### config.mk
export PLATFORM = sky130hd
export DESIGN_NAME = hbs_host_agent
export DESIGN_NICKNAME = d
export VERILOG_FILES = /design/src/verilog/hbs_pkg.sv /design/src/verilog/hbs_ecc_if.sv /design/src/verilog/hbs_host_agent.sv /design/src/verilog/hbs_ecc.sv
export SDC_FILE = /design/constraint.sdc
export NUM_CORES = 1
export LEC_CHECK = 0
export BUFFER_PORTS_ARGS = -buffer_cell sky130_fd_sc_hd__buf_2
export CORE_UTILIZATION = 43
export DETAILED_ROUTE_END_ITERATION = 6
export HOLD_SLACK_MARGIN = 0.02
export PLACE_DENSITY = 0.73
export SYNTH_ARGS = -nofsm -noshare
export SYNTH_HDL_FRONTEND = slang
export SYNTH_SLANG_ARGS = --single-unit
### constraint.sdc
create_clock -name clk_sys -period 11.7 [get_ports clk_sys]
set_input_delay 2.34 -clock clk_sys [delete_from_list [all_inputs] [get_ports clk_sys]]
set_output_delay 2.34 -clock clk_sys [all_outputs]
set_load 0.05 [all_outputs]
### src/verilog/hbs_pkg.sv
package hbs_pkg;
    // ------------------------------------------------------------
    // bus widths
    // ------------------------------------------------------------
    localparam int DATA_W = 64;
    localparam int ECC_W  = 8;
    localparam int BE_W   = 8;
    localparam int REQ_W  = 5;
    localparam int RESP_W = 3;

    // ------------------------------------------------------------
    // request and response encodings (asserted-sense values)
    // ------------------------------------------------------------
    localparam logic [REQ_W-1:0]  CMD_SPECIAL  = 5'h08;
    localparam logic [BE_W-1:0]   MSG_SMI_ACK  = 8'h04;
    localparam int                LEN_LSB      = 0;
    localparam logic [1:0]        LEN_LINE     = 2'h2;
    localparam logic [BE_W-1:0]   BE_ALL       = 8'hFF;
    localparam logic [RESP_W-1:0] RESP_IDLE    = 3'h0;

    // ------------------------------------------------------------
    // reset values
    // ------------------------------------------------------------
    localparam logic SMI_RST   = 1'b0;
    localparam logic FLUSH_RST = 1'b0;

    // ------------------------------------------------------------
    // check lane k covers data bits whose low or high octal digit is k
    // ------------------------------------------------------------
    function automatic logic [DATA_W-1:0] hbs_ecc_mask(input int k);
        logic [DATA_W-1:0] m;
        m = '0;
        for (int i = 0; i < DATA_W; i++) begin
            m[i] = ((i % 8) == k) || ((i / 8) == k);
        end
        return m;
    endfunction

    typedef enum logic [0:0] {
        HBS_DP_IDLE,
        HBS_DP_SEND
    } hbs_dp_type;
endpackage

### src/verilog/hbs_ecc_if.sv
`timescale 1ns/1ps
`default_nettype none
// check lane traffic between the agent and its codec
interface hbs_ecc_if;
    logic [hbs_pkg::DATA_W-1:0] tx_data;
    logic [hbs_pkg::ECC_W-1:0]  tx_check;
    logic [hbs_pkg::DATA_W-1:0] rx_data;
    logic [hbs_pkg::ECC_W-1:0]  rx_check;
    logic                       rx_bad;
    modport agent (output tx_data, input tx_check, output rx_data, output rx_check, input rx_bad);
    modport codec (input tx_data, output tx_check, input rx_data, input rx_check, output rx_bad);
endinterface
`default_nettype wire

### src/verilog/hbs_host_agent.sv
`timescale 1ns/1ps
`default_nettype none
module hbs_host_agent #(
    parameter bit COMPAT_BRIDGE = 1'b1
) (
    // clock and reset
    input  wire logic                           clk_sys,
    input  wire logic                           rst,
    // request lines
    input  wire logic                           addr_strobe_n_in,
    output logic                                addr_strobe_n_out,
    output logic                                addr_strobe_oe,
    input  wire logic [hbs_pkg::REQ_W-1:0]      req_type_n_in,
    output logic      [hbs_pkg::REQ_W-1:0]      req_type_n_out,
    output logic                                req_type_oe,
    input  wire logic                           cmd_parity_n_in,
    output logic                                cmd_parity_n_out,
    output logic                                cmd_parity_oe,
    input  wire logic [hbs_pkg::BE_W-1:0]       byte_en_n_in,
    input  wire logic                           sysmgmt_space_n_in,
    // data lines
    input  wire logic [hbs_pkg::DATA_W-1:0]     data_n_in,
    output logic      [hbs_pkg::DATA_W-1:0]     data_n_out,
    input  wire logic [hbs_pkg::ECC_W-1:0]      data_ecc_n_in,
    output logic      [hbs_pkg::ECC_W-1:0]      data_ecc_n_out,
    output logic                                data_oe,
    input  wire logic                           data_valid_n_in,
    output logic                                data_valid_n_out,
    output logic                                data_hold_n_out,
    input  wire logic                           target_ready_n_in,
    output logic                                target_ready_n_out,
    output logic                                target_ready_oe,
    // response, snoop and lock lines
    output logic                                defer_n_out,
    output logic                                defer_oe,
    input  wire logic [hbs_pkg::RESP_W-1:0]     response_code_n_in,
    output logic      [hbs_pkg::RESP_W-1:0]     response_code_n_out,
    input  wire logic                           resp_parity_n_in,
    output logic                                resp_parity_n_out,
    output logic                                resp_oe,
    output logic                                snoop_hit_n_out,
    output logic                                snoop_modified_n_out,
    output logic                                snoop_oe,
    output logic                                lock_n_out,
    output logic                                lock_oe,
    // sideband outputs
    output logic                                cache_drain_n,
    output logic                                sysmgmt_ack_n,
    // user request side
    input  wire logic                           req_go,
    input  wire logic [hbs_pkg::REQ_W-1:0]      req_cmd,
    input  wire logic [hbs_pkg::REQ_W-1:0]      req_len,
    input  wire logic                           lock_req,
    input  wire logic                           stretch_req,
    input  wire logic                           drain_req,
    // user response side
    input  wire logic                           resp_go,
    input  wire logic [hbs_pkg::RESP_W-1:0]     resp_code,
    input  wire logic                           resp_defer,
    // user send side
    input  wire logic                           send_start,
    input  wire logic                           wr_valid,
    input  wire logic [hbs_pkg::DATA_W-1:0]     wr_data,
    input  wire logic                           wr_last,
    output logic                                wr_ready,
    // user receive side
    input  wire logic                           rx_accept,
    output logic                                rx_valid,
    output logic      [hbs_pkg::DATA_W-1:0]     rx_data,
    output logic      [hbs_pkg::BE_W-1:0]       rx_lanes,
    output logic                                rx_ecc_err,
    output logic                                req_parity_err,
    output logic                                resp_parity_err
);
    import hbs_pkg::*;

    hbs_ecc_if ecc ();
    hbs_ecc u_ecc (.ecc(ecc.codec));

    // ------------------------------------------------------------
    // bus decode in asserted sense
    // ------------------------------------------------------------
    logic             ads_seen;
    logic [REQ_W-1:0] req_seen;
    logic [BE_W-1:0]  be_seen;
    logic             rp_seen;
    logic             ads_d_r;
    logic [REQ_W-1:0] cmd_a_r;
    logic [BE_W-1:0]  lanes_r;
    logic             smi_hit;
    logic             req_clk2;
    assign ads_seen = ~addr_strobe_n_in;
    assign req_seen = ~req_type_n_in;
    assign be_seen  = ~byte_en_n_in;
    assign rp_seen  = ~cmd_parity_n_in;
    assign req_clk2 = ads_d_r;
    assign smi_hit  = req_clk2 && (cmd_a_r == CMD_SPECIAL) && (be_seen == MSG_SMI_ACK);

    // command latched with the strobe, lanes chosen in the second clock
    always_ff @(posedge clk_sys or posedge rst) begin
        if (rst) begin
            ads_d_r <= 1'b0;
            cmd_a_r <= '0;
            lanes_r <= BE_ALL;
        end else begin
            ads_d_r <= ads_seen;
            if (ads_seen) cmd_a_r <= req_seen;
            if (req_clk2) begin
                // line length opens every lane, otherwise the enables decide
                lanes_r <= (req_seen[LEN_LSB +: 2] == LEN_LINE) ? BE_ALL : be_seen;
            end
        end
    end

    // ------------------------------------------------------------
    // parity checks on observed request and response
    // ------------------------------------------------------------
    logic resp_active;
    logic req_par_bad;
    logic resp_par_bad;
    logic [RESP_W-1:0] resp_seen;
    assign resp_seen    = ~response_code_n_in;
    assign resp_active  = resp_seen != RESP_IDLE;
    // ads is part of the coverage, so it counts as 0 in the second clock
    assign req_par_bad  = (ads_seen || req_clk2) && ^{req_seen, ads_seen, rp_seen};
    assign resp_par_bad = resp_active && ^{resp_seen, ~resp_parity_n_in};

    always_ff @(posedge clk_sys or posedge rst) begin
        if (rst) begin
            req_parity_err  <= 1'b0;
            resp_parity_err <= 1'b0;
        end else begin
            req_parity_err  <= req_par_bad;
            resp_parity_err <= resp_par_bad;
        end
    end

    // ------------------------------------------------------------
    // request issue: strobe in first clock, length in second
    // ------------------------------------------------------------
    logic             rq_ph1_r;
    logic             rq_ph2_r;
    logic [REQ_W-1:0] rq_lines_r;
    logic [REQ_W-1:0] rq_len_r;
    logic             rq_start;
    assign rq_start = req_go && !rq_ph1_r && !rq_ph2_r;

    always_ff @(posedge clk_sys or posedge rst) begin
        if (rst) begin
            rq_ph1_r   <= 1'b0;
            rq_ph2_r   <= 1'b0;
            rq_lines_r <= '0;
            rq_len_r   <= '0;
        end else begin
            rq_ph1_r <= rq_start;
            rq_ph2_r <= rq_ph1_r;
            if (rq_start) begin
                rq_lines_r <= req_cmd;
                rq_len_r   <= req_len;
            end else if (rq_ph1_r) begin
                rq_lines_r <= rq_len_r;
            end
        end
    end

    assign addr_strobe_n_out = ~rq_ph1_r;
    assign addr_strobe_oe    = rq_ph1_r || rq_ph2_r;
    assign req_type_n_out    = ~rq_lines_r;
    assign req_type_oe       = addr_strobe_oe;
    assign cmd_parity_n_out  = ~(^{rq_lines_r, rq_ph1_r});
    assign cmd_parity_oe     = addr_strobe_oe;

    // ------------------------------------------------------------
    // data owner: registered beats, hold until the last beat
    // ------------------------------------------------------------
    hbs_dp_type        dp_r;
    hbs_dp_type        dp_nxt;
    logic              beat;
    logic              own_r;
    logic              valid_r;
    logic              hold_r;
    logic [DATA_W-1:0] tx_r;
    logic [ECC_W-1:0]  txc_r;
    assign wr_ready = (dp_r == HBS_DP_SEND);
    assign beat     = wr_ready && wr_valid;

    always_comb begin
        case (dp_r)
            HBS_DP_IDLE: dp_nxt = send_start ? HBS_DP_SEND : HBS_DP_IDLE;
            HBS_DP_SEND: dp_nxt = (beat && wr_last) ? HBS_DP_IDLE : HBS_DP_SEND;
            default:     dp_nxt = HBS_DP_IDLE;
        endcase
    end

    assign ecc.tx_data = wr_data;

    always_ff @(posedge clk_sys or posedge rst) begin
        if (rst) begin
            dp_r    <= HBS_DP_IDLE;
            own_r   <= 1'b0;
            valid_r <= 1'b0;
            hold_r  <= 1'b0;
            tx_r    <= '0;
            txc_r   <= '0;
        end else begin
            dp_r    <= dp_nxt;
            own_r   <= wr_ready;
            valid_r <= beat;
            hold_r  <= wr_ready && !(beat && wr_last);
            if (beat) begin
                tx_r  <= wr_data;
                txc_r <= ecc.tx_check;
            end
        end
    end

    assign data_n_out       = ~tx_r;
    assign data_ecc_n_out   = ~txc_r;
    assign data_oe          = own_r;
    assign data_valid_n_out = ~valid_r;
    assign data_hold_n_out  = ~hold_r;

    // ------------------------------------------------------------
    // data receiver: target ready, capture, check
    // ------------------------------------------------------------
    logic take;
    assign take            = !own_r && !data_valid_n_in;
    assign ecc.rx_data     = ~data_n_in;
    assign ecc.rx_check    = ~data_ecc_n_in;
    assign target_ready_oe = !own_r;
    assign target_ready_n_out = ~(rx_accept && !own_r);

    always_ff @(posedge clk_sys or posedge rst) begin
        if (rst) begin
            rx_valid   <= 1'b0;
            rx_data    <= '0;
            rx_lanes   <= '0;
            rx_ecc_err <= 1'b0;
        end else begin
            rx_valid   <= take;
            rx_ecc_err <= take && ecc.rx_bad;
            if (take) begin
                rx_data  <= ecc.rx_data;
                rx_lanes <= lanes_r;
            end
        end
    end

    // ------------------------------------------------------------
    // response, deferral, snoop stretch, lock, sideband
    // ------------------------------------------------------------
    logic [RESP_W-1:0] rs_r;
    logic rs_on_r;
    logic defer_r;
    logic stretch_r;
    logic lock_r;
    logic drain_r;
    logic smi_r;

    always_ff @(posedge clk_sys or posedge rst) begin
        if (rst) begin
            rs_r      <= RESP_IDLE;
            rs_on_r   <= 1'b0;
            defer_r   <= 1'b0;
            stretch_r <= 1'b0;
            lock_r    <= 1'b0;
            drain_r   <= FLUSH_RST;
            smi_r     <= SMI_RST;
        end else begin
            rs_on_r   <= resp_go;
            rs_r      <= resp_go ? resp_code : RESP_IDLE;
            defer_r   <= resp_go && resp_defer;
            stretch_r <= stretch_req;
            lock_r    <= lock_req;
            drain_r   <= drain_req && COMPAT_BRIDGE;
            // qualifier decides set or clear on the same special cycle
            if (smi_hit && COMPAT_BRIDGE) smi_r <= !sysmgmt_space_n_in;
        end
    end

    assign response_code_n_out  = ~rs_r;
    assign resp_parity_n_out    = ~(^rs_r);
    assign resp_oe              = rs_on_r;
    assign defer_n_out          = ~defer_r;
    assign defer_oe             = rs_on_r;
    // one flop feeds both lines so they can never split
    assign snoop_hit_n_out      = ~stretch_r;
    assign snoop_modified_n_out = ~stretch_r;
    assign snoop_oe             = stretch_r;
    assign lock_n_out           = ~lock_r;
    assign lock_oe              = lock_r;
    assign cache_drain_n        = ~drain_r;
    assign sysmgmt_ack_n        = ~smi_r;
endmodule // hbs_host_agent
`default_nettype wire

### src/verilog/hbs_ecc.sv
`timescale 1ns/1ps
`default_nettype none
module hbs_ecc (
    hbs_ecc_if.codec ecc
);
    import hbs_pkg::*;

    logic [ECC_W-1:0] rx_calc;

    // ------------------------------------------------------------
    // one xor tree per check lane, shared mask for send and check
    // ------------------------------------------------------------
    for (genvar k = 0; k < ECC_W; k++) begin : g_lane
        localparam logic [DATA_W-1:0] MASK = hbs_ecc_mask(k);
        assign ecc.tx_check[k] = ^(ecc.tx_data & MASK);
        assign rx_calc[k]      = ^(ecc.rx_data & MASK);
    end

    // any syndrome bit set flags the word
    assign ecc.rx_bad = |(rx_calc ^ ecc.rx_check);
endmodule // hbs_ecc
`default_nettype wire

; Yosys cells after proc, flatten, opt, wreduce, memory -nomap -nowiden
; Cells that the tools add are included.
[totals]
regBits = 187
input_bits = 183
output_inout_bits = 178
word_cells = 105
[op_classes]
n_eq_ne = 3
mux = 7
bitwise = 25
n_reduce_logical = 44
[ops]
columns = operator, count
row1 = parity 64 bit, 16
row2 = NOT 64 bit, 2
row3 = NOT 8 bit, 3
row4 = NOT 1 bit, 15
row5 = logical AND 1 bit, 13
row6 = two-way mux 5 bit, 2
row7 = NOT 5 bit, 2
row8 = "== test 8 x 3 -> 1 bit, second input constant", 1
row9 = two-way mux 8 bit, 1
row10 = OR reduction 8 bit, 1
row11 = bitwise XOR 8 bit, 1
row12 = parity 7 bit, 1
row13 = zero test 1 bit, 6
row14 = NOT 3 bit, 2
row15 = parity 6 bit, 1
row16 = "== test 5 x 4 -> 1 bit, second input constant", 1
row17 = parity 4 bit, 1
row18 = two-way mux 3 bit, 1
row19 = nonzero test 3 bit, 1
row20 = parity 3 bit, 1
row21 = "== test 2 bit, second input constant", 1
row22 = logical OR 1 bit, 2
row23 = two-way mux 1 bit, 2
row24 = case mux 1 bit (2 select lines), 1
row25 = nonzero test 2 bit, 1

; Depth between registers and ports, before layout
[depth]
depth_word = 5
ltp_mapped = 7
mapped_depth_nobuf = 7

; By module
; From an unflattened synthesis, not the netlist that was laid out.
[hier_totals]
hier_cells = 951
area_unflattened_um2 = 8952.3
[modules_own_cells]
columns = mod, instances, cells_each, area_each_um2, seq_area_each_um2
row1 = hbs_host_agent, 1, 773, 7372.1, 4689.5
row2 = hbs_ecc, 1, 178, 1580.3, 0.0

; Least setup slack after synthesis
; No wires, ideal clock.
[synth_timing]
path_kind = input -> output
startpoint = input rx_accept
endpoint = output target_ready_n_out
t_arrival_ps = 2672
t_required_ps = 9360
path_slack_ps = 6688
cell_stages = 1
path_buffers = 0
cell_sequence = nand2_1
[synth_between]
elab_chain_cells = 2
[synth_lines]
columns = item, line
row1 = from (decl), hbs_host_agent.sv:67  ; input wire logic rx_accept,
row2 = logical AND 1 bit, hbs_host_agent.sv:231  ; assign target_ready_n_out = ~(rx_accept && !own_r);
row3 = NOT 1 bit, hbs_host_agent.sv:231
row4 = to (decl), hbs_host_agent.sv:31  ; output logic target_ready_n_out,
; No other way between the ends.

; Final worst setup path
; Same ends and word-level chain as after synthesis.

==> results.toml <==
[cts]
cts_sinks = 187
clock_latency_ns = 0.42
cts_resized = 0
cts_root_buf = "clkbuf_16"
cts_inserted_buffers = 17
postCtsHoldBufs = 0
clockBufferDepth = 2
post-cts-setup-buffers = 0
cts_tree = "built"
clkTransAtPathRegs_ns = 0.06
htreeDepth = 4

[critical_path]
cpLargestDelayFamily = "buffers and inverters"
crit_slowest_cell = "buf_2"
path_common_cell = "buf_2"
r2r-start = "rq_ph1_r$_DFF_PP0_"
critPathKind = "input pin to primary output"
critical_path.max_fanout = 1
r2r-end = "rq_len_r[2]$_DFFE_PP0P_"
timing.reg2reg.setup_slack_ns = 9.48
cp-end-kind = "primary output"
required_ns = 9.36
path_cells = "buf_2 -> nand2_1 -> buf_2"
crit_arrival_ns = 2.74
endpoint = "target_ready_n_out"
crit_path_start_kind = "input pin"
cpPeakStageDelay_ns = 0.25
crit_cells = 3
crit_buf_inv = 2
critical_path.startpoint = "rx_accept"
reg2reg_depth = 3

[sta]
finalSetupViolations = 0
rsz0062_at_grt = "false"
slew_headroom_pct = 28.2
setup_slack_ns = 6.62
fin_worst_skew_ns = 0.0110
fin_hold_ws_ns = 0.468
tns_ns = 0
maxClockFrequency_mhz = 197
finalHoldViolations = 0
finalCriticalPeriod_ns = 5.08
finalCritPeriodShare_pct = 43.4
tightest_slew_ns = 1.08
slew_violations = 0

[synthesis]
yosys_warnings = 0
yosysUniqueCellTypes = 31
synth_fp_nets = 1061
syn_avg_cell_area_sq_um = 9.83
netlist_instances = 877
syn_area_sq_um = 8620
ys_seq_elements = 187
ys_seq_area_share_pct = 54.4

[layout]
design_area_sq_um = 11300
area_growth_pct = 30.7
nets = 1403
final_cell_count_no_fill = 1497
fin_util_pct = 57.6
antenna_cells_inserted = 0
fillers = 1723
drive_gt1_share_pct = 33.4
mostFrequentLayoutCell = "buf_2"
final_cell_mix = "buf_2 (359), dfrtp_1 (179), nand2_1 (171)"

[routing]
drtIter0Drc = 324
avgViaCountPerCell = 4.60
drtAntennaViolNets = 0
via_count = 6891
wirelength_microns = 21800
wl_per_cell_microns = 14.6
drc = 0
firstDrtPassIters = 4

[floorplanning]
die_width_microns = 144
die_y_microns = 144
die_area_sq_um = 20600
start_util_pct = 44.0
io_pins = 361
core_area_sq_um = 19600
rows = 51

[place]
globalplace.congestion = 0.798
dp.cells = 1465
port_buffers = 359
placed_area_sq_um = 10600
dp_hpwl_microns = 16700
dp_slack_ns = 6.63

[pwr]
peakVddDrop_uv = 109
cellLeakagePower_nw = 5.59
total_power_mw = 2.50
p_per_area_nw_per_um2 = 221

[global_routing]
grt_pass1_wl_microns = 33000
grt_max_degree = 132
grt_pass1_vias = 6622
antenna_found_initial = 0
grt_usage_pct = 21.2
grt_overflow = 0

[run]
drv_cap = 0

[hold_path]
hp-class = "register to register"
holdCritStartpoint = "rx_lanes[7]$_DFFE_PP0P_"

[status]
status = "finished, final reports clean"
cell usage after synthesis, drive strengths merged:
cell type,number,area [sq um]
a21boi,1,7.51
a21oi,1,5.00
a221o,2,20.0
a31oi,9,56.3
a41oi,1,8.76
and2,4,25.0
and4b,1,10.0
buf,7,46.3
clkbuf,32,120
clkinv,1,3.75
dfrtp,179,4480
dfstp,8,210
ha,1,12.5
inv,95,357
mux2,5,56.3
mux2i,4,40.0
nand2,171,642
nand3,1,5.00
nand4b,2,17.5
nor2,12,45.0
nor3,2,10.0
nor4,2,12.5
o21ai,146,731
or2,2,12.5
or4b,1,10.0
xnor2,169,1500
xnor3,2,45.0
xor2,16,140
power by group:
part           leakage, nW  switching [mW]  total [mW]  internal [mW]
combinational         3.00           0.738        1.01          0.275
sequential            2.28          0.0573       0.834          0.776
clock                0.315           0.258       0.648          0.390
worst register-to-register path: cells and delay by family, from the launching register on:
kind             cells  cell delay [ns]
multiplexers         1             0.43
flip-flops           1             0.53
AND/OR/NAND/NOR      2             1.15
state kept, by name, indices dropped and copies added, names as in the netlist, 3 cells and up:
name,count
tx_r,64
rx_lanes,8
lanes_r,8
cmd_a_r,5
rx_data,64
rq_lines_r,5
rs_r,3
rq_len_r,5
txc_r,8
worst min-delay path by stage:
stage	to	slack, ns	cells after the start
finish	rx_lanes[7]$_DFFE_PP0P_	0.47	2
global route	rx_lanes[4]$_DFFE_PP0P_	0.49	2
CTS	data_oe$_DFF_PP0_	0.47	0
detailed placement	data_oe$_DFF_PP0_	0.45	0
global placement	data_oe$_DFF_PP0_	0.44	0
floorplan	rq_ph2_r$_DFF_PP0_	0.35	0
final cells by class:
type                            instances  area (sq um)  share of cell area, %
Multi-Input combinational cell        555          3410                   30.2
Tap cell                              265           332                   2.94
Timing Repair Buffer                  362          1820                   16.1
Sequential cell                       187          4690                   41.6
Inverter                               96           368                   3.26
Clock buffer                           20           447                   3.96
Clock inverter                         12           210                   1.86
per-layer routing:
layer,GRT usage (%),wire (microns),vias up
met5,0,0,-
met4,7.61,433,0
met3,6.80,1730,26
met2,37.5,10900,261
met1,23.7,8750,3183
li1,-,-,3421
logic make-up (layout without fill, tap and decap cells):
kind of cell / Yosys count / in the layout / synth area share [%]
adders and majority gates: 1 / 1 / 0.145
and+or+nand+nor: 198 / 198 / 9.16
buffers and inverters: 135 / 490 / 6.11
muxes: 9 / 9 / 1.12
DFF: 187 / 187 / 54.4
AOI/OAI and AO/OA: 160 / 160 / 9.61
xor gates and xnor gates: 187 / 187 / 19.5
(Power assumes the default switching activity.)
